File: src/rtl/tsm_pkg.sv
package tsm_pkg;

  // Register byte addresses
  localparam logic [15:0] ADDR_SYNC_MUX   = 16'h0109;
  localparam logic [15:0] ADDR_TX_SIG_DL  = 16'h010A;
  localparam logic [15:0] ADDR_STATUS     = 16'h0110;
  localparam logic [15:0] ADDR_FORMAT     = 16'h0111;

  // Reset values
  localparam logic [7:0] SYNC_MUX_RST  = 8'h00;
  localparam logic [7:0] TX_SIG_DL_RST = 8'h00;
  localparam logic [7:0] FORMAT_RST    = 8'h04;

  // Field positions in sync_mux_control
  localparam int SMR_FBIT_SRC_BIT = 0;
  localparam int SMR_CRC_SRC_BIT  = 1;
  localparam logic [7:0] SMR_RD_MASK = 8'h03;

  // Field positions in tx_signaling_link_select
  localparam int TSDL_LSRC_LO = 0;
  localparam int TSDL_DE_LO   = 2;
  localparam int TSDL_BW_LO   = 4;
  localparam logic [7:0] TSDL_RD_MASK = 8'h3F;

  // Field positions in the format control register
  localparam int FMT_SEL_LO    = 0;
  localparam int FMT_ALIGN_BIT = 2;
  localparam logic [7:0] FMT_RD_MASK = 8'h07;

  // Field codes
  localparam logic [1:0] BW_EVERY  = 2'h0;
  localparam logic [1:0] BW_ODD    = 2'h1;
  localparam logic [1:0] BW_EVEN   = 2'h2;
  localparam logic [1:0] DE_SERIAL = 2'h0;
  localparam logic [1:0] DE_LAPD   = 2'h1;
  localparam logic [1:0] DE_FRACT  = 2'h3;
  localparam logic [1:0] DL_LAPD   = 2'h0;
  localparam logic [1:0] DL_SERIAL = 2'h1;
  localparam logic [1:0] DL_OHEAD  = 2'h2;
  localparam logic [1:0] DL_ONES   = 2'h3;

  // Frame geometry
  localparam logic [7:0] LAST_BIT_POS = 8'hC0;
  localparam logic [7:0] ONE_BIT      = 8'h01;
  localparam logic [4:0] LAST_FRAME   = 5'h17;
  localparam logic [4:0] SF_LEN       = 5'h0C;
  localparam logic [4:0] DE_SLOT      = 5'h17;
  localparam logic [1:0] MOD4_CRC     = 2'h1;
  localparam logic [1:0] MOD4_DL_ODD  = 2'h0;
  localparam logic [1:0] MOD4_DL_EVEN = 2'h2;
  localparam logic [2:0] CRC_MSB      = 3'h5;

  // Framing patterns, bit i is the i-th framing bit of the group
  localparam logic [5:0] ESF_FAS_PAT = 6'h34;
  localparam logic [5:0] SF_FT_PAT   = 6'h15;
  localparam logic [5:0] SF_FS_PAT   = 6'h1C;

  // CRC-6 generator taps below the top term
  localparam logic [5:0] CRC6_POLY = 6'h03;
  localparam logic [5:0] CRC6_INIT = 6'h00;

  // Framing formats
  typedef enum logic [1:0] {
    FMT_ESF,
    FMT_SF,
    FMT_SLC96,
    FMT_N
  } tsm_format_t;

  // Kind of bit at the current frame position
  typedef enum logic [2:0] {
    OH_PAYLOAD,
    OH_FAS,
    OH_CRC,
    OH_FDL,
    OH_SPARE
  } tsm_oh_kind_t;

endpackage

File: src/rtl/tsm_sync.sv
module tsm_sync (
  // Clock and reset
  input  wire logic ref_clk_in,
  input  wire logic rst_n_in,
  // Level from another domain
  input  wire logic async_in,
  output logic      sync_out
);

  logic meta_r;
  logic sync_r;

  // Two-stage synchroniser; only the second stage is read
  always_ff @(posedge ref_clk_in or negedge rst_n_in) begin
    if (!rst_n_in) begin
      meta_r <= 1'b0;
      sync_r <= 1'b0;
    end else begin
      meta_r <= async_in;
      sync_r <= meta_r;
    end
  end

  assign sync_out = sync_r;

endmodule

File: src/rtl/tsm_crc6.sv
module tsm_crc6 (
  // Clock and reset
  input  wire logic       ref_clk_in,
  input  wire logic       rst_n_in,
  // Serial input
  input  wire logic       bit_en_in,
  input  wire logic       restart_in,
  input  wire logic       data_in,
  // Remainder so far
  output logic [5:0]      crc_out
);

  logic [5:0] crc_r;
  logic [5:0] base;
  logic       fb;

  // Restart folds the first bit into a fresh remainder
  always_comb begin
    base = restart_in ? tsm_pkg::CRC6_INIT : crc_r;
    fb   = data_in ^ base[5];
  end

  // Serial division by x^6 + x + 1
  always_ff @(posedge ref_clk_in or negedge rst_n_in) begin
    if (!rst_n_in) begin
      crc_r <= tsm_pkg::CRC6_INIT;
    end else if (bit_en_in) begin
      crc_r <= {base[4:0], 1'b0} ^ (fb ? tsm_pkg::CRC6_POLY : tsm_pkg::CRC6_INIT);
    end
  end

  assign crc_out = crc_r;

endmodule

File: src/rtl/tsm_tx_overhead_mux.sv
// Overview of operation
// RULE1: CRC select 0 sends internally computed CRC-6
// RULE2: CRC select 1 passes serial input bits
// RULE3: CRC select ignored without multiframe alignment
// RULE4: Framing select 0 inserts internal framing bits
// RULE5: Framing select 1 takes framing from serial
// RULE6: Bandwidth 00 gives link bit every frame; the code gives it only in the odd frames 1, 3, 5, ... (even frame_r)
// RULE7: Bandwidth 01 uses frames 1, 5, 9
// RULE8: Bandwidth 10 uses frames 3, 7, 11
// RULE9: Bandwidth only in ESF; SLC96 stays 4kHz
// RULE10: N format link always 8kHz
// RULE11: D/E source field defaults to serial
// RULE12: D/E slots may pass serial data
// RULE13: D/E slots may carry link-layer controller bits
// RULE14: D/E slots may come from fractional pin
// RULE15: D/E code 10 behaves as serial
// RULE16: Link source: controller, serial, overhead, ones
// RULE17: Software avoids reserved field codes
module tsm_tx_overhead_mux (
  // Clock and reset
  input  wire logic        ref_clk_in,
  input  wire logic        rst_n_in,
  // Register port
  input  wire logic [15:0] reg_addr_in,
  input  wire logic [7:0]  reg_wdata_in,
  input  wire logic        reg_wr_in,
  input  wire logic        reg_rd_in,
  output logic [7:0]       reg_rdata_out,
  // Backplane pins
  input  wire logic        tx_ser_clk_in,
  input  wire logic        tx_serial_data_in,
  input  wire logic        tx_overhead_in,
  input  wire logic        tx_fractional_in,
  // Link-layer controller side
  input  wire logic        lapd_dl_bit_in,
  input  wire logic        slc96_dl_bit_in,
  input  wire logic        lapd_de_bit_in,
  output logic             dl_bit_take_out,
  output logic             de_bit_take_out,
  // Outbound line stream
  output logic             tx_line_data_out,
  output logic             tx_line_fbit_out,
  output logic             tx_line_strobe_out
);

  // Decodes a register hit for one address
  function automatic logic reg_hit(input logic [15:0] addr,
                                   input logic [15:0] offset);
    reg_hit = (addr == offset);
  endfunction

  logic [7:0]             sync_mux_r;
  logic [7:0]             tx_sig_dl_r;
  logic [7:0]             format_r;
  logic [7:0]             rdata_r;
  logic [3:0]             pin_raw;
  logic [3:0]             pin_sync;
  logic                   clk_d_r;
  logic                   link_edge;
  logic                   ser_bit;
  logic                   oh_bit;
  logic                   fract_bit;
  logic [7:0]             bit_pos_r;
  logic [7:0]             bit_pos_nxt;
  logic [4:0]             frame_r;
  logic [4:0]             frame_nxt;
  logic [7:0]             pay_off;
  logic [4:0]             slot_idx;
  logic [4:0]             sf_idx;
  logic [2:0]             grp;
  logic                   f_pos;
  logic                   de_pos;
  logic                   mf_start;
  tsm_pkg::tsm_format_t   fmt;
  tsm_pkg::tsm_oh_kind_t  oh_kind;
  logic                   pat_bit;
  logic                   out_bit;
  logic                   dl_bit;
  logic                   de_bit;
  logic [1:0]             bw_sel;
  logic [1:0]             de_src;
  logic [1:0]             dl_src;
  logic                   fbit_ext;
  logic                   crc_ext;
  logic                   crc_align_en;
  logic [5:0]             crc_val;
  logic [5:0]             crc_hold_r;
  logic                   line_data_r;
  logic                   line_fbit_r;
  logic                   line_strobe_r;

  // Field views of the configuration registers
  assign bw_sel       = tx_sig_dl_r[tsm_pkg::TSDL_BW_LO +: 2];
  assign de_src       = tx_sig_dl_r[tsm_pkg::TSDL_DE_LO +: 2];
  assign dl_src       = tx_sig_dl_r[tsm_pkg::TSDL_LSRC_LO +: 2];
  assign fbit_ext     = sync_mux_r[tsm_pkg::SMR_FBIT_SRC_BIT];
  assign crc_ext      = sync_mux_r[tsm_pkg::SMR_CRC_SRC_BIT];
  assign crc_align_en = format_r[tsm_pkg::FMT_ALIGN_BIT];
  assign fmt          = tsm_pkg::tsm_format_t'(format_r[tsm_pkg::FMT_SEL_LO +: 2]);

  // Register writes
  always_ff @(posedge ref_clk_in or negedge rst_n_in) begin
    if (!rst_n_in) begin
      sync_mux_r  <= tsm_pkg::SYNC_MUX_RST;
      tx_sig_dl_r <= tsm_pkg::TX_SIG_DL_RST; // RULE11
      format_r    <= tsm_pkg::FORMAT_RST;
    end else if (reg_wr_in) begin
      if (reg_hit(reg_addr_in, tsm_pkg::ADDR_SYNC_MUX)) begin
        sync_mux_r <= reg_wdata_in & tsm_pkg::SMR_RD_MASK;
      end else if (reg_hit(reg_addr_in, tsm_pkg::ADDR_TX_SIG_DL)) begin
        tx_sig_dl_r <= reg_wdata_in & tsm_pkg::TSDL_RD_MASK;
      end else if (reg_hit(reg_addr_in, tsm_pkg::ADDR_FORMAT)) begin
        format_r <= reg_wdata_in & tsm_pkg::FMT_RD_MASK;
      end
    end
  end

  // Register reads, data valid only in the cycle after the strobe
  always_ff @(posedge ref_clk_in or negedge rst_n_in) begin
    if (!rst_n_in) begin
      rdata_r <= 8'h00;
    end else if (reg_rd_in) begin
      if (reg_hit(reg_addr_in, tsm_pkg::ADDR_SYNC_MUX)) begin
        rdata_r <= sync_mux_r;
      end else if (reg_hit(reg_addr_in, tsm_pkg::ADDR_TX_SIG_DL)) begin
        rdata_r <= tx_sig_dl_r;
      end else if (reg_hit(reg_addr_in, tsm_pkg::ADDR_FORMAT)) begin
        rdata_r <= format_r;
      end else if (reg_hit(reg_addr_in, tsm_pkg::ADDR_STATUS)) begin
        rdata_r <= {3'h0, frame_r};
      end else begin
        rdata_r <= 8'h00;
      end
    end else begin
      rdata_r <= 8'h00;
    end
  end

  assign reg_rdata_out = rdata_r;

  // Backplane pins pass two flip-flops each
  assign pin_raw = {tx_fractional_in, tx_overhead_in, tx_serial_data_in, tx_ser_clk_in};

  genvar gi;
  generate
    for (gi = 0; gi < 4; gi++) begin : g_sync
      tsm_sync u_sync (
        .ref_clk_in (ref_clk_in),
        .rst_n_in   (rst_n_in),
        .async_in   (pin_raw[gi]),
        .sync_out   (pin_sync[gi])
      );
    end
  endgenerate

  assign ser_bit   = pin_sync[1];
  assign oh_bit    = pin_sync[2];
  assign fract_bit = pin_sync[3];

  // Rising edge of the backplane serial clock
  always_ff @(posedge ref_clk_in or negedge rst_n_in) begin
    if (!rst_n_in) begin
      clk_d_r <= 1'b0;
    end else begin
      clk_d_r <= pin_sync[0];
    end
  end

  assign link_edge = pin_sync[0] & ~clk_d_r;

  // Next bit position and frame number
  always_comb begin
    bit_pos_nxt = bit_pos_r + tsm_pkg::ONE_BIT;
    frame_nxt   = frame_r;
    if (bit_pos_r == tsm_pkg::LAST_BIT_POS) begin
      bit_pos_nxt = 8'h00;
      frame_nxt   = (frame_r == tsm_pkg::LAST_FRAME) ? 5'h00 : frame_r + 5'h01;
    end
  end

  // Frame position counters advance on each backplane bit
  always_ff @(posedge ref_clk_in or negedge rst_n_in) begin
    if (!rst_n_in) begin
      bit_pos_r <= 8'h00;
      frame_r   <= 5'h00;
    end else if (link_edge) begin
      bit_pos_r <= bit_pos_nxt;
      frame_r   <= frame_nxt;
    end
  end

  // Position decoding
  assign f_pos    = (bit_pos_r == 8'h00);
  assign pay_off  = bit_pos_r - tsm_pkg::ONE_BIT;
  assign slot_idx = pay_off[7:3];
  assign de_pos   = !f_pos && (slot_idx == tsm_pkg::DE_SLOT);
  assign grp      = frame_r[4:2];
  assign sf_idx   = (frame_r >= tsm_pkg::SF_LEN) ? frame_r - tsm_pkg::SF_LEN : frame_r;
  assign mf_start = f_pos && (frame_r == 5'h00);

  // Classifies the current bit and picks the internal framing pattern
  always_comb begin
    oh_kind = tsm_pkg::OH_PAYLOAD;
    pat_bit = 1'b1;
    if (f_pos) begin
      case (fmt)
        tsm_pkg::FMT_ESF: begin
          if (!frame_r[0]) begin
            case (bw_sel)
              tsm_pkg::BW_ODD: begin
                oh_kind = (frame_r[1:0] == tsm_pkg::MOD4_DL_ODD) ?
                          tsm_pkg::OH_FDL : tsm_pkg::OH_SPARE; // RULE7
              end
              tsm_pkg::BW_EVEN: begin
                oh_kind = (frame_r[1:0] == tsm_pkg::MOD4_DL_EVEN) ?
                          tsm_pkg::OH_FDL : tsm_pkg::OH_SPARE; // RULE8
              end
              default: begin
                oh_kind = tsm_pkg::OH_FDL; // RULE6 RULE17
              end
            endcase
          end else if (frame_r[1:0] == tsm_pkg::MOD4_CRC) begin
            oh_kind = tsm_pkg::OH_CRC;
          end else begin
            oh_kind = tsm_pkg::OH_FAS;
            pat_bit = tsm_pkg::ESF_FAS_PAT[grp];
          end
        end
        tsm_pkg::FMT_SF: begin
          oh_kind = tsm_pkg::OH_FAS;
          pat_bit = sf_idx[0] ? tsm_pkg::SF_FS_PAT[sf_idx[3:1]] :
                                tsm_pkg::SF_FT_PAT[sf_idx[3:1]];
        end
        tsm_pkg::FMT_SLC96: begin
          if (sf_idx[0]) begin
            oh_kind = tsm_pkg::OH_FDL; // RULE9
          end else begin
            oh_kind = tsm_pkg::OH_FAS;
            pat_bit = tsm_pkg::SF_FT_PAT[sf_idx[3:1]];
          end
        end
        default: begin
          oh_kind = tsm_pkg::OH_FDL; // RULE10
        end
      endcase
    end
  end

  // Data link bit source
  always_comb begin
    case (dl_src)
      tsm_pkg::DL_LAPD: begin
        dl_bit = (fmt == tsm_pkg::FMT_SLC96) ? slc96_dl_bit_in : lapd_dl_bit_in; // RULE16
      end
      tsm_pkg::DL_SERIAL: begin
        dl_bit = ser_bit; // RULE16
      end
      tsm_pkg::DL_OHEAD: begin
        dl_bit = oh_bit; // RULE16
      end
      default: begin
        dl_bit = 1'b1; // RULE16
      end
    endcase
  end

  // D/E timeslot source
  always_comb begin
    case (de_src)
      tsm_pkg::DE_LAPD: begin
        de_bit = lapd_de_bit_in; // RULE13
      end
      tsm_pkg::DE_FRACT: begin
        de_bit = fract_bit; // RULE14
      end
      default: begin
        de_bit = ser_bit; // RULE12 RULE15
      end
    endcase
  end

  // Outgoing bit selection
  always_comb begin
    case (oh_kind)
      tsm_pkg::OH_FAS: begin
        out_bit = fbit_ext ? ser_bit : pat_bit; // RULE4 RULE5
      end
      tsm_pkg::OH_CRC: begin
        if (crc_ext && crc_align_en) begin
          out_bit = ser_bit; // RULE2 RULE3
        end else begin
          out_bit = crc_hold_r[tsm_pkg::CRC_MSB - grp]; // RULE1
        end
      end
      tsm_pkg::OH_FDL: begin
        out_bit = dl_bit;
      end
      tsm_pkg::OH_SPARE: begin
        out_bit = 1'b1;
      end
      default: begin
        out_bit = de_pos ? de_bit : ser_bit;
      end
    endcase
  end

  // CRC-6 over each multiframe, framing bits counted as ones
  tsm_crc6 u_crc6 (
    .ref_clk_in (ref_clk_in),
    .rst_n_in   (rst_n_in),
    .bit_en_in  (link_edge),
    .restart_in (mf_start),
    .data_in    (f_pos | out_bit),
    .crc_out    (crc_val)
  );

  // Remainder of the finished multiframe goes into the next one
  always_ff @(posedge ref_clk_in or negedge rst_n_in) begin
    if (!rst_n_in) begin
      crc_hold_r <= tsm_pkg::CRC6_INIT;
    end else if (link_edge && mf_start) begin
      crc_hold_r <= crc_val; // RULE1
    end
  end

  // Line outputs registered on each backplane bit
  always_ff @(posedge ref_clk_in or negedge rst_n_in) begin
    if (!rst_n_in) begin
      line_data_r   <= 1'b1;
      line_fbit_r   <= 1'b0;
      line_strobe_r <= 1'b0;
    end else begin
      line_strobe_r <= link_edge;
      if (link_edge) begin
        line_data_r <= out_bit;
        line_fbit_r <= f_pos;
      end
    end
  end

  assign tx_line_data_out   = line_data_r;
  assign tx_line_fbit_out   = line_fbit_r;
  assign tx_line_strobe_out = line_strobe_r;

  // Take strobes tell a controller its bit was consumed
  assign dl_bit_take_out = link_edge && (oh_kind == tsm_pkg::OH_FDL) &&
                           (dl_src == tsm_pkg::DL_LAPD);
  assign de_bit_take_out = link_edge && (oh_kind == tsm_pkg::OH_PAYLOAD) && de_pos &&
                           (de_src == tsm_pkg::DE_LAPD); // RULE13

endmodule

File: config.mk
export PLATFORM = sky130hd
export DESIGN_NAME = tsm_tx_overhead_mux
export DESIGN_NICKNAME = d
export VERILOG_FILES = /design/src/rtl/tsm_pkg.sv /design/src/rtl/tsm_sync.sv /design/src/rtl/tsm_crc6.sv /design/src/rtl/tsm_tx_overhead_mux.sv
export SDC_FILE = /design/constraint.sdc
export NUM_CORES = 1
export LEC_CHECK = 0
export CORE_MARGIN = 1
export CORE_UTILIZATION = 59
export CTS_BUF_LIST = sky130_fd_sc_hd__clkbuf_8
export DETAILED_ROUTE_END_ITERATION = 10
export DONT_BUFFER_PORTS = 1
export PLACE_DENSITY = 0.78
export SETUP_SLACK_MARGIN = 0.5
export SLEW_MARGIN = 5
export SYNTH_ARGS = -nofsm -noshare
export SYNTH_HDL_FRONTEND = slang
export SYNTH_HIERARCHICAL = 1
export SYNTH_SLANG_ARGS = --single-unit
File: constraint.sdc
create_clock -name ref_clk_in -period 2.6 [get_ports ref_clk_in]
set_clock_uncertainty 0.15 [all_clocks]
set_input_delay 0.52 -clock ref_clk_in [delete_from_list [all_inputs] [get_ports ref_clk_in]]
set_output_delay 0.52 -clock ref_clk_in [all_outputs]
set_load 0.05 [all_outputs]
=== Word level (Yosys, flattened, before mapping) ===
Memory sizes are Yosys's and may differ from the RTL's.
Cells that the tools add are included.

* Input bits: 35
* Output and inout bits: 13
* Memories kept: 3
* Bits in read-only memories: 24
* Flip-flop bits (word level): 56

{| class="wikitable"
|+ Memory list
! memory !! words !! bits a word !! rd ports !! clocked after Yosys merged registers in !! write ports !! RTL line !! RTL
|-
| (name not given) || 8 || 1 || 1 || 0 || 0 || tsm_tx_overhead_mux.sv:239 || <nowiki>pat_bit = tsm_pkg::SF_FT_PAT[sf_idx[3:1]];</nowiki>
|-
| (name not given) || 8 || 1 || 1 || 0 || 0 || tsm_tx_overhead_mux.sv:231 || <nowiki>pat_bit = sf_idx[0] ? tsm_pkg::SF_FS_PAT[sf_idx[3:1]] :</nowiki>
|-
| (name not given) || 8 || 1 || 1 || 0 || 0 || tsm_tx_overhead_mux.sv:226 || <nowiki>pat_bit = tsm_pkg::ESF_FAS_PAT[grp];</nowiki>
|}

* Bitwise gates (word level): 7
* $lt $le $gt $ge: 4
* Reduce and logical (&&, ||, !) cells: 20
* Equal/unequal tests: 21
* Multiplexer cells: 36
* Add/subtract/negate cells: 5

{| class="wikitable"
|+ Operators with widths
! operator !! count
|-
| == test 16 x 9 -> 1 bit, second input constant || 4
|-
| two-way mux 6 bit || 3
|-
| two-way mux 8 bit || 2
|-
| two-way mux 5 bit || 3
|-
| two-way mux 1 bit || 13
|-
| less-than comparator 3 x 4 -> 1 bit, second input constant || 3
|-
| two-way mux 3 bit || 4
|-
| == test 2 x 1 -> 1 bit, second input constant || 5
|-
| == test 2 bit, second input constant || 5
|-
| == test 5 bit, second input constant || 2
|-
| logical AND 1 bit || 9
|-
| case mux 3 bit (3 select lines) || 1
|-
| adder 8 x 1 -> 8 bit, second input constant || 1
|-
| == test 8 bit, second input constant || 1
|-
| zero test 8 bit || 1
|-
| subtractor 8 x 1 -> 8 bit, second input constant || 1
|-
| == test 3 x 2 -> 1 bit, second input constant || 2
|-
| zero test 2 bit || 3
|-
| two-way mux 2 bit || 3
|-
| case mux 1 bit (3 select lines) || 2
|-
| case mux 3 bit (2 select lines) || 1
|-
| bitwise XOR 6 bit || 1
|-
| adder 5 x 1 -> 5 bit, second input constant || 1
|-
| >= comparator 5 x 4 -> 1 bit, second input constant || 1
|-
| other kinds (18) || 21
|}

=== Depth between registers and ports, before layout ===
Gate-level depths: netlist of run 1.

* Depth in word-level cells: 13
* Depth in mapped cells: 10
* Depth with buffers taken out: 9

=== Hierarchy ===
Netlist of run 1, hierarchy kept.

{| class="wikitable"
|+ Modules (own cells, without submodules)
! module !! area each (µm²) !! instances !! seq. area each (µm²) !! cells an instance
|-
| tsm_tx_overhead_mux || 2457.4 || 1 || 1003.5 || 253
|-
| tsm_crc6 || 272.8 || 1 || 150.1 || 28
|-
| tsm_sync || 50.0 || 4 || 50.0 || 2
|}

=== Least setup slack after synthesis of run 1 ===
No wires, ideal clock.

* Kind: reg2out
* Start point: register bit_pos_r[0]
* End point: output de_bit_take_out
* Data required time: 1930 ps
* Stages on the path, launching flop included: 7
* Arrival time: 2754 ps
* Buffers on the path: 0
* Setup slack: -824 ps
* Cell sequence: dfrtp_1 inv_1 ha_1 or3b_1 nand2_1 o2111ai_1 nor4_1

* Longest elaborated chain between the ends: 6
* Elaborated cells between the ends (all ways): 10
* Those cells by class: add/sub (1); eq/ne (1); mux (1); reduce/logical (7)

{| class="wikitable"
|+ Ends and longest elaborated chain
! element !! RTL line !! RTL
|-
| from (decl) || tsm_tx_overhead_mux.sv:63 || <nowiki>logic [7:0] bit_pos_r;</nowiki>
|-
| from (signal assigned) || tsm_tx_overhead_mux.sv:187 || <nowiki>bit_pos_r <= bit_pos_nxt;</nowiki>
|-
| parallel branches: the longest is 4 deep, another holds subtractor 8 x 1 -> 8 bit || - ||
|-
| logical AND 1 bit * (2 in series) || tsm_tx_overhead_mux.sv:348 || <nowiki>assign de_bit_take_out = link_edge && (oh_kind == tsm_pkg::OH_PAYLOAD) && de_pos &&</nowiki>
|-
| to (decl) || tsm_tx_overhead_mux.sv:39 || <nowiki>output logic de_bit_take_out,</nowiki>
|}

Mark *: on every way between the ends.

=== Worst setup path in the final report of run 1 ===
* Start point: register bit_pos_r[1]
* End point: output dl_bit_take_out

* Longest elaborated chain between the ends: 5

{| class="wikitable"
|+ Ends and longest elaborated chain
! element !! RTL line !! RTL
|-
| zero test 8 bit || tsm_tx_overhead_mux.sv:193 || <nowiki>assign f_pos = (bit_pos_r == 8'h00);</nowiki>
|-
| two-way mux 3 bit || tsm_tx_overhead_mux.sv:205 || <nowiki>if (f_pos) begin</nowiki>
|-
| == test 3 x 2 -> 1 bit || tsm_tx_overhead_mux.sv:346 || <nowiki>assign dl_bit_take_out = link_edge && (oh_kind == tsm_pkg::OH_FDL) &&</nowiki>
|-
| logical AND 1 bit (2 in series) || tsm_tx_overhead_mux.sv:346 ||
|-
| to (decl) || tsm_tx_overhead_mux.sv:38 || <nowiki>output logic dl_bit_take_out,</nowiki>
|}

Every way passes these cells.

==> flow_summary.html, run 1 <==
<table>
<tr><th>Metric</th><th>Value</th></tr>
<tr><th colspan="2">Route</th></tr>
<tr><td>Drt first-iter violations</td><td>367</td></tr>
<tr><td>Detailed-route wire length per cell</td><td>17.0 µm</td></tr>
<tr><td>Wire length reported by the detailed router</td><td>6640 µm</td></tr>
<tr><td>Via-per-instance ratio</td><td>5.96</td></tr>
<tr><td>Number of nets still failing antenna checks after routing</td><td>0</td></tr>
<tr><td>Routed vias</td><td>2329</td></tr>
<tr><td>Residual DRC</td><td>0</td></tr>
<tr><td>Pre-Repair DR Iteration Count</td><td>6</td></tr>
<tr><th colspan="2">Pwr</th></tr>
<tr><td>Static leakage</td><td>1.58 nW</td></tr>
<tr><td>IR Drop Worst-Case VDD</td><td>455 µV</td></tr>
<tr><td>Sum of internal, switching and leakage power</td><td>2.28 mW</td></tr>
<tr><td>Total power per unit cell area</td><td>630 nW/µm²</td></tr>
<tr><th colspan="2">STA</th></tr>
<tr><td>Max Freq</td><td>0.332 GHz</td></tr>
<tr><td>Unrepaired setup endpoints after global routing</td><td>yes</td></tr>
<tr><td>Transition time of the tightest slew-check pin</td><td>0.778 ns</td></tr>
<tr><td>Final worst path period need</td><td>3.01 ns</td></tr>
<tr><td>Post-route fraction of the period consumed by the critical path</td><td>116%</td></tr>
<tr><td>Smallest setup slack after layout</td><td>-0.414 ns</td></tr>
<tr><td>Total of endpoints with negative setup slack in the final report</td><td>10</td></tr>
<tr><td>Slew HR</td><td>47.8%</td></tr>
<tr><td>Final slew viol count</td><td>0</td></tr>
<tr><td>Hold Fails Final Rpt</td><td>0</td></tr>
<tr><th colspan="2">Synth</th></tr>
<tr><td>Multiplexer fraction of the synthesized cell area</td><td>9.65%</td></tr>
<tr><td>Simple-Gate Fraction of Synth Area</td><td>18.2%</td></tr>
<tr><td>Distinct cell type count of the synthesized netlist</td><td>50</td></tr>
<tr><td>Number of synthesized flops with an enable pin</td><td>0</td></tr>
<tr><td>Synthesized-area fraction occupied by ao, oa, aoi and oai cells</td><td>12.3%</td></tr>
<tr><td>Adder and majority cell fraction of the synthesized area</td><td>7.26%</td></tr>
<tr><td>Post-synthesis sequential element count</td><td>54</td></tr>
<tr><td>Top_reg_cell synth</td><td>dfrtp_1</td></tr>
<tr><td>Post-synth ARST share</td><td>100%</td></tr>
<tr><td>Number of warnings printed during yosys synthesis</td><td>6</td></tr>
<tr><td>Combined area of all synthesized cells</td><td>2930 µm²</td></tr>
<tr><td>Mean post-synth cell area</td><td>10.1 µm²</td></tr>
<tr><td>Xor and xnor fraction of the mapped netlist area</td><td>1.79%</td></tr>
<tr><td>Combinational family with the most area after synthesis</td><td>simple AND/OR/NAND/NOR gates</td></tr>
<tr><td>Sequential share of the synthesized area</td><td>46.2%</td></tr>
<tr><td>Cell count after synthesis</td><td>289</td></tr>
<tr><th colspan="2">Setup path</th></tr>
<tr><td>Combined buffer and inverter count along the critical path</td><td>3</td></tr>
<tr><td>Kind of start point of the critical path</td><td>flip-flop</td></tr>
<tr><td>Largest stage delay, worst path</td><td>0.40 ns</td></tr>
<tr><td>Endpoint class of the critical path</td><td>primary output</td></tr>
<tr><td>Critical Setup Path Class</td><td>flip-flop to primary output</td></tr>
<tr><td>Slowest cell on crit path</td><td>dfrtp_1</td></tr>
<tr><td>Data arrival, critical path</td><td>2.34 ns</td></tr>
<tr><td>Data required time of the critical path</td><td>1.93 ns</td></tr>
<tr><td>Crit-path cells</td><td>inv_2, ha_4, or3b_4, or3_4, buf_6, nor3_4, nand4_1, nor2_4, buf_12</td></tr>
<tr><td>Family with the most delay on the worst path</td><td>simple AND/OR/NAND/NOR gates</td></tr>
<tr><td>Max Fanout on Critical Path</td><td>2</td></tr>
<tr><th colspan="2">Layout</th></tr>
<tr><td>Count of antenna diodes in the layout</td><td>0</td></tr>
<tr><td>Area added between synthesis and finish</td><td>23.3%</td></tr>
<tr><td>Number of nets at the end of the flow</td><td>375</td></tr>
<tr><td>Proportion of layout cells with a drive suffix above 1</td><td>29.3%</td></tr>
<tr><td>Final cell count without fillers</td><td>391</td></tr>
<tr><th colspan="2">Status</th></tr>
<tr><td>Failing checks</td><td>setup timing</td></tr>
<tr><td>Status</td><td>complete, but fails checks</td></tr>
<tr><th colspan="2">Clocking</th></tr>
<tr><td>H-tree depth</td><td>2</td></tr>
<tr><td>TritonCTS clock tree</td><td>yes</td></tr>
<tr><td>Clock buffers created by TritonCTS</td><td>5</td></tr>
<tr><td>Clock latency at the later pin of the worst-skew pair</td><td>0.30 ns</td></tr>
<tr><td>Sinks on the clock net</td><td>54</td></tr>
<tr><td>Cell chosen for the clock root</td><td>clkbuf_8</td></tr>
<tr><td>Clock transition at the register clock pins on the worst setup and hold paths after CTS</td><td>0.10 ns</td></tr>
<tr><td>Worst-case clock buffer depth</td><td>2</td></tr>
<tr><th colspan="2">Global routing</th></tr>
<tr><td>Residual overflow from global routing</td><td>0</td></tr>
<tr><td>Overall track demand over capacity in global routing</td><td>26.0%</td></tr>
<tr><td>Wire length of the first global-routing pass</td><td>10300 µm</td></tr>
<tr><td>Via count of the first global-routing pass</td><td>2130</td></tr>
<tr><td>Maximum number of pins on one net before global-route repair</td><td>55</td></tr>
<tr><td>Antenna violations before repair</td><td>0</td></tr>
<tr><th colspan="2">Hold path</th></tr>
<tr><td>Worst min path class</td><td>primary input to flip-flop</td></tr>
<tr><th colspan="2">Floorplan</th></tr>
<tr><td>Floorplan die area</td><td>5250 µm²</td></tr>
<tr><td>Number of placement rows</td><td>25</td></tr>
<tr><td>Chip width</td><td>72.5 µm</td></tr>
<tr><td>Core Footprint</td><td>4750 µm²</td></tr>
<tr><td>Starting utilization of the core area</td><td>61.6%</td></tr>
<tr><td># IOs</td><td>48</td></tr>
<tr><td>Die Y-Extent</td><td>72.5 µm</td></tr>
<tr><th colspan="2">Placement</th></tr>
<tr><td>Placer congestion estimate</td><td>0.885</td></tr>
<tr><td>Port Buffer Count</td><td>0</td></tr>
<tr><td>Pre-CTS setup slack</td><td>-0.127 ns</td></tr>
<tr><td>DPL Wire Length</td><td>4640 µm</td></tr>
<tr><td>Number of placed instances with taps included</td><td>376</td></tr>
<tr><th colspan="2">Job</th></tr>
<tr><td>Max capacitance violation total</td><td>0</td></tr>
</table>
[final timing paths]
check                                         from  cells past startpoint                   endpoint  slack, ns
setup / recovery                      bit_pos_r[1]                      9            dl_bit_take_out      -0.41
hold / removal                       tx_ser_clk_in                      0    g_sync[0].u_sync/meta_r       0.09
setup reg to reg                      bit_pos_r[1]                      9              crc_hold_r[0]      -0.13
min in group asynchronous                 rst_n_in                      2               bit_pos_r[4]       0.57
max in group asynchronous                 rst_n_in                      2                format_r[2]       1.44
hold reg to reg            g_sync[0].u_sync/meta_r                      0  g_sync[0].u_sync/sync_out       0.20
[flip-flops by register name (all words and copies together), names as in the netlist]
signal,cells
sync_mux_r,2
bit_pos_r,8
crc_hold_r,6
tx_sig_dl_r,6
clk_d_r,1
u_crc6/crc_out,6
tx_line_strobe_out,1
tx_line_data_out,1
g_sync.u_sync/meta_r,4
g_sync.u_sync/sync_out,4
frame_r,5
reg_rdata_out,6
format_r,3
tx_line_fbit_out,1
[cells in the final DEF (no fill, tap or decap), drive strengths merged, types with 2 or more instances in the layout]
cell / Yosys / routed
a2111oi: 2 / 2
and3: 3 / 3
dfrtp: 52 / 52
o21ai: 17 / 17
conb: 1 / 2
nand2b: 6 / 6
clkbuf: 8 / 5
ha: 17 / 17
a222oi: 3 / 3
nor3b: 4 / 4
a21oi: 10 / 10
buf: 3 / 36
xnor2: 4 / 4
a22oi: 2 / 2
o31ai: 2 / 2
a211oi: 4 / 4
nor3: 8 / 8
nor4: 8 / 8
nand4: 3 / 3
dfstp: 2 / 2
xor2: 2 / 2
mux2: 18 / 18
or3: 4 / 4
nand3b: 4 / 4
a21o: 2 / 2
nand2: 28 / 28
a21boi: 2 / 2
nand3: 8 / 8
nor2: 17 / 17
or3b: 2 / 2
inv: 19 / 20
mux2i: 8 / 8
[metal layers]
| layer | vias up | global-route usage [%] | wire (µm) |
|---|---|---|---|
| li1 | 1098 | - | - |
| met1 | 1119 | 36.8 | 2960 |
| met2 | 100 | 41.4 | 3180 |
| met3 | 12 | 4.58 | 390 |
| met4 | 0 | 7.19 | 110 |
| met5 | - | 0 | 0 |
[repair_timing]
item | 4_1_cts | 5_1_grt
hold endpoints to repair | 54 | 0
hold buffers | 2 | 0
setup buffers | 1 | 4
cloned | 0 | 0
setup endpoints to repair | 24 | 27
gates resized for setup | 16 | 18
pin swaps | 3 | 5
[cell families (layout without fill, tap and decap cells)]
group / after synthesis / count (layout)
fa+ha+maj: 17 / 17
simple gates: 100 / 100
compound gates: 54 / 54
xor+xnor: 6 / 6
flops: 54 / 54
other cells: 1 / 2
buf+inv: 31 / 65
mux: 26 / 26
[area by class of cell]
cell class | instances | area, µm²
Multi-Input combinational cell | 205 | 1660
Fill cell | 309 | 1140
Clock buffer | 5 | 68.8
Sequential cell | 54 | 1360
Clock inverter | 3 | 41.3
Tap cell | 67 | 83.8
Inverter | 20 | 75.1
Timing Repair Buffer | 37 | 332
[Yosys cell counts (3+ instances only)]
cell	number	area share, %
nand2b_1	6	1.3
or3_1	4	0.85
clkbuf_1	8	1.0
nor4_1	7	1.5
nand2_1	28	3.6
a222oi_1	3	1.0
a211oi_1	4	1.0
o21ai_0	17	2.9
nand3_1	8	1.4
ha_1	17	7.3
nand3b_1	4	1.0
dfrtp_1	52	44
nor3_1	8	1.4
nor3b_1	4	1.0
mux2i_1	8	2.7
xnor2_1	4	1.2
inv_1	19	2.4
nand4_1	3	0.64
nor2_1	17	2.2
a21oi_1	10	1.7
mux2_2	18	6.9
and3_1	3	0.64
[power breakdown]
group	switching, mW	internal, mW	leakage [nW]	total (mW)
combinational	0.270	0.330	0.831	0.600
clock	0.265	0.284	0.0556	0.549
sequential	0.153	0.973	0.697	1.13
total	0.689	1.59	1.58	2.28
[through the flow]
step                hold slack, ns  setup TNS [ns]  instance area (µm²)  utilization, %
floorplan                   0.0744          -0.635                 3060               -
global placement            0.0759          -0.481                 3310            69.7
detailed placement          0.0761           -1.05                 3310            69.7
CTS                         0.0762          -0.998                 3520            74.1
global route                0.0681           -2.48                 3610            76.0
finish                      0.0928           -1.55                 3610            76.0
Power figures use the tool's default switching activity.
==> inputs of run 2 (changes only) <==
--- a/config.mk
+++ b/config.mk
@@ -15,5 +15,4 @@
 export SLEW_MARGIN = 5
 export SYNTH_ARGS = -nofsm -noshare
 export SYNTH_HDL_FRONTEND = slang
-export SYNTH_HIERARCHICAL = 1
 export SYNTH_SLANG_ARGS = --single-unit
==> flow_summary.html, run 2 <==
<table>
<tr><th>Metric</th><th>Value</th></tr>
<tr><th colspan="2">Status</th></tr>
<tr><td>Status</td><td>complete, but fails checks (unchanged)</td></tr>
<tr><td>Failing checks</td><td>setup timing (unchanged)</td></tr>
<tr><th colspan="2">Global routing</th></tr>
<tr><td>Wire length of the first global-routing pass</td><td>11000 µm (was 10300 µm)</td></tr>
<tr><td>Antenna violations before repair</td><td>0 (unchanged)</td></tr>
<tr><td>Via count of the first global-routing pass</td><td>2410 (was 2130)</td></tr>
<tr><td>Maximum number of pins on one net before global-route repair</td><td>55 (unchanged)</td></tr>
<tr><td>Residual overflow from global routing</td><td>0 (unchanged)</td></tr>
<tr><td>Overall track demand over capacity in global routing</td><td>27.5% (was 26.0%)</td></tr>
<tr><th colspan="2">Setup path</th></tr>
<tr><td>R2R Path End</td><td>u_crc6.crc_out[0] (was crc_hold_r[0])</td></tr>
<tr><td>Critical R2R Launch</td><td>bit_pos_r[0] (was bit_pos_r[1])</td></tr>
<tr><td>Endpoint class of the critical path</td><td>primary output (unchanged)</td></tr>
<tr><td>Worst setup path startpoint</td><td>tx_sig_dl_r[4] (was bit_pos_r[1])</td></tr>
<tr><td>Data required time of the critical path</td><td>1.93 ns (about the same)</td></tr>
<tr><td>Max Fanout on Critical Path</td><td>3 (was 2)</td></tr>
<tr><td>Kind of start point of the critical path</td><td>flip-flop (unchanged)</td></tr>
<tr><td>Critical Setup Path Class</td><td>flip-flop to primary output (unchanged)</td></tr>
<tr><td>R2r setup slk</td><td>-0.02 ns (was -0.13 ns)</td></tr>
<tr><td>Data arrival, critical path</td><td>2.34 ns (about the same)</td></tr>
<tr><td>Worst r2r path cells</td><td>10 (was 9)</td></tr>
<tr><th colspan="2">Layout</th></tr>
<tr><td>Area added between synthesis and finish</td><td>23.5% (was 23.3%)</td></tr>
<tr><td>Count of antenna diodes in the layout</td><td>0 (unchanged)</td></tr>
<tr><td>Number of nets at the end of the flow</td><td>382 (was 375)</td></tr>
<tr><td>Final Cell Area</td><td>3690 µm² (was 3610 µm²)</td></tr>
<tr><td>Proportion of layout cells with a drive suffix above 1</td><td>34.1% (was 29.3%)</td></tr>
<tr><td>Fill cells</td><td>304 (was 309)</td></tr>
<tr><td>Most common cell after layout, fill and taps aside</td><td>dfrtp_1 (unchanged)</td></tr>
<tr><td>Register bank with the most flops</td><td>bit_pos_r (unchanged)</td></tr>
<tr><td>Post-layout utilization of the core</td><td>77.0% (was 76.0%)</td></tr>
<tr><td>Commonest cells after routing, fill and taps aside</td><td>dfrtp_1 (52), buf_4 (40), nand2_1 (27) (was dfrtp_1 (51), buf_4 (29), nand2_1 (28))</td></tr>
<tr><td>Flip-flop count of the largest register after layout</td><td>8 (unchanged)</td></tr>
<tr><th colspan="2">Synth</th></tr>
<tr><td>Distinct cell type count of the synthesized netlist</td><td>59 (was 50)</td></tr>
<tr><td>Post-synthesis sequential element count</td><td>54 (unchanged)</td></tr>
<tr><td>Sequential share of the synthesized area</td><td>45.4% (was 46.2%)</td></tr>
<tr><td>Most numerous cell in the Yosys netlist</td><td>dfrtp_1 (unchanged)</td></tr>
<tr><td>Top_reg_cell synth</td><td>dfrtp_1 (unchanged)</td></tr>
<tr><td>Top cell type's share of synthesized area</td><td>43.6% (was 44.4%)</td></tr>
<tr><td>Number of warnings printed during yosys synthesis</td><td>0 (was 6)</td></tr>
<tr><td>Cell count after synthesis</td><td>283 (was 289)</td></tr>
<tr><td>Mean post-synth cell area</td><td>10.5 µm² (was 10.1 µm²)</td></tr>
<tr><td>Combined area of all synthesized cells</td><td>2980 µm² (was 2930 µm²)</td></tr>
<tr><td>Post-synth top area cell</td><td>dfrtp_1 (unchanged)</td></tr>
<tr><td>Post-synth ARST share</td><td>100% (unchanged)</td></tr>
<tr><td>Ranking of synthesized cells by area</td><td>dfrtp_1 (44%), mux2_2 (7.2%), ha_1 (7.1%) (was dfrtp_1 (44%), ha_1 (7.3%), mux2_2 (6.9%))</td></tr>
<tr><td>Commonest cells post-synth</td><td>dfrtp_1 (52), nand2_1 (28), nor2_1 (21) (was dfrtp_1 (52), nand2_1 (28), inv_1 (19))</td></tr>
<tr><td>Number of synthesized flops with an enable pin</td><td>0 (unchanged)</td></tr>
<tr><th colspan="2">STA</th></tr>
<tr><td>Hold Fails Final Rpt</td><td>0 (unchanged)</td></tr>
<tr><td>Post-route fraction of the period consumed by the critical path</td><td>116% (about the same)</td></tr>
<tr><td>Max Freq</td><td>0.332 GHz (about the same)</td></tr>
<tr><td>Transition time of the tightest slew-check pin</td><td>0.514 ns (was 0.778 ns)</td></tr>
<tr><td>Total negative slack for setup checks</td><td>-0.717 ns (was -1.55 ns)</td></tr>
<tr><td>Unrepaired setup endpoints after global routing</td><td>yes (unchanged)</td></tr>
<tr><td>Slew HR</td><td>65.6% (was 47.8%)</td></tr>
<tr><td>Final worst path period need</td><td>3.01 ns (about the same)</td></tr>
<tr><td>Final slew viol count</td><td>0 (unchanged)</td></tr>
<tr><td>Smallest setup slack after layout</td><td>-0.410 ns (was -0.414 ns)</td></tr>
<tr><td>Total of endpoints with negative setup slack in the final report</td><td>3 (was 10)</td></tr>
<tr><th colspan="2">Pwr</th></tr>
<tr><td>Combinational fraction of design power</td><td>26.2% (was 26.4%)</td></tr>
<tr><td>Switching power as a share of total power</td><td>32.5% (was 30.3%)</td></tr>
<tr><td>Total power per unit cell area</td><td>603 nW/µm² (was 630 nW/µm²)</td></tr>
<tr><td>Net switching power of the design</td><td>723 µW (was 689 µW)</td></tr>
<tr><td>Part of the total power dissipated in sequential elements</td><td>51.3% (was 49.5%)</td></tr>
<tr><td>Static leakage</td><td>1.59 nW (was 1.58 nW)</td></tr>
<tr><td>IR Drop Worst-Case VDD</td><td>403 µV (was 455 µV)</td></tr>
<tr><td>Clock network fraction of design power</td><td>22.6% (was 24.1%)</td></tr>
<tr><td>Int Pwr</td><td>1.50 mW (was 1.59 mW)</td></tr>
<tr><th colspan="2">Placement</th></tr>
<tr><td>Placer congestion estimate</td><td>0.863 (was 0.885)</td></tr>
<tr><td>DPL Wire Length</td><td>4740 µm (was 4640 µm)</td></tr>
<tr><td>Cell area after placement</td><td>3400 µm² (was 3310 µm²)</td></tr>
<tr><td>Port Buffer Count</td><td>0 (unchanged)</td></tr>
<tr><th colspan="2">Clocking</th></tr>
<tr><td>TritonCTS clock tree</td><td>yes (unchanged)</td></tr>
<tr><td>Cell chosen for the clock root</td><td>clkbuf_8 (unchanged)</td></tr>
<tr><td>H-tree depth</td><td>2 (unchanged)</td></tr>
<tr><td>Clock buffers created by TritonCTS</td><td>5 (unchanged)</td></tr>
<tr><td>Sinks on the clock net</td><td>54 (unchanged)</td></tr>
<tr><td>Clock latency at the later pin of the worst-skew pair</td><td>0.31 ns (was 0.30 ns)</td></tr>
<tr><td>Worst-case clock buffer depth</td><td>2 (unchanged)</td></tr>
<tr><td>Clock transition at the register clock pins on the worst setup and hold paths after CTS</td><td>0.10 ns (about the same)</td></tr>
<tr><th colspan="2">Route</th></tr>
<tr><td>Detailed-route wire length per cell</td><td>16.7 µm (was 17.0 µm)</td></tr>
<tr><td>Drt first-iter violations</td><td>122 (was 367)</td></tr>
<tr><td>Routed vias</td><td>2366 (was 2329)</td></tr>
<tr><td>Via-per-instance ratio</td><td>5.94 (was 5.96)</td></tr>
<tr><td>Residual DRC</td><td>0 (unchanged)</td></tr>
<tr><td>Pre-Repair DR Iteration Count</td><td>4 (was 6)</td></tr>
<tr><td>Wire length reported by the detailed router</td><td>6660 µm (was 6640 µm)</td></tr>
<tr><td>Number of nets still failing antenna checks after routing</td><td>0 (unchanged)</td></tr>
<tr><th colspan="2">Hold path</th></tr>
<tr><td>Hold endpoint</td><td>g_sync[0].u_sync.meta_r (was g_sync[0].u_sync/meta_r)</td></tr>
<tr><td>Count of cells along the worst hold path</td><td>0 (unchanged)</td></tr>
<tr><td>Startpoint of the worst hold path</td><td>tx_ser_clk_in (unchanged)</td></tr>
<tr><td>Worst min path class</td><td>primary input to flip-flop (unchanged)</td></tr>
<tr><th colspan="2">Floorplan</th></tr>
<tr><td>Die Y-Extent</td><td>73.1 µm (was 72.5 µm)</td></tr>
<tr><td># IOs</td><td>48 (unchanged)</td></tr>
<tr><td>Starting utilization of the core area</td><td>62.4% (was 61.6%)</td></tr>
<tr><td>Chip width</td><td>73.1 µm (was 72.5 µm)</td></tr>
<tr><td>Number of placement rows</td><td>25 (unchanged)</td></tr>
<tr><td>Floorplan die area</td><td>5350 µm² (was 5250 µm²)</td></tr>
<tr><td>Core Footprint</td><td>4790 µm² (was 4750 µm²)</td></tr>
<tr><th colspan="2">Job</th></tr>
<tr><td>Max capacitance violation total</td><td>0 (unchanged)</td></tr>
</table>
==> run 2: power by group through the flow <==
| stage | clock [mW] | combinational (mW) | sequential (mW) |
|---|---|---|---|
| floorplan | 0 | 0.326 | 1.13 |
| CTS | 0.506 | 0.546 | 1.14 |
| finish | 0.502 | 0.581 | 1.14 |
| global placement | 0 | 0.450 | 1.14 |
| global route | 0.550 | 0.634 | 1.15 |
| detailed placement | 0 | 0.471 | 1.15 |
==> run 2: kinds of logic after synthesis <==
family	after synthesis	synth area share [%]
and+or+nand+nor	107	20.2
DFF	54	45.4
AOI/OAI and AO/OA	48	12.5
buffers and inverters	26	4.15
muxes	23	8.51
adders and majority gates	17	7.13
xor gates and xnor gates	7	2.05
other	1	0.126
==> run 2: cell type report <==
type                            count  area (µm²)  share of cell area (%)
Sequential cell                    54        1350                    36.7
Clock inverter                      2        16.3                   0.441
Inverter                           17        66.3                    1.80
Tap cell                           67        83.8                    2.27
Multi-Input combinational cell    204        1660                    45.0
Clock buffer                        6        82.6                    2.24
Timing Repair Buffer               48         423                    11.5
==> run 2: how the worst max path moves through the flow <==
stage	end	slack, ns
3_3_place_gp	dl_bit_take_out	-0.07
4_1_cts	dl_bit_take_out	-0.39
3_5_place_dp	dl_bit_take_out	-0.10
6_report	dl_bit_take_out	-0.41
5_1_grt	dl_bit_take_out	-0.51
2_1_floorplan	dl_bit_take_out	-0.23
==> run 2: critical path, stage by stage (launching register included) <==
cell and delay, ns:
dfrtp_1 0.38, inv_1 0.06, ha_1 0.29, a211o_1 0.12, o21ai_2 0.08, o21ai_2 0.18
nand2_1 0.08, or4b_4 0.50, nor3_4 0.17, buf_12 0.16
==> run 2: timing repair <==
action	in CTS	in global routing
pin swaps	7	4
hold endpoints to repair	54	0
endpoints found under the setup margin	13	15
buffers inserted	3	5
hold buffers	2	0
gates resized for setup	15	8
==> run 2: metrics by stage <==
step,worst slack [ns],power [mW],hold WS [ns],cells
6_report,-0.410,2.22,0.0775,398
5_1_grt,-0.511,2.34,0.0588,398
4_1_cts,-0.392,2.19,0.0733,393
3_5_place_dp,-0.103,1.62,0.0761,380
3_3_place_gp,-0.0701,1.59,0.0761,380
2_1_floorplan,-0.231,1.45,0.0744,284
==> run 2: layer usage <==
metal	GRT usage [%]	vias to the layer above	wire length [µm]
li1	-	1103	-
met4	11.3	0	185
met3	5.94	23	367
met1	35.2	1160	2870
met2	45.1	80	3240
met5	0	-	0
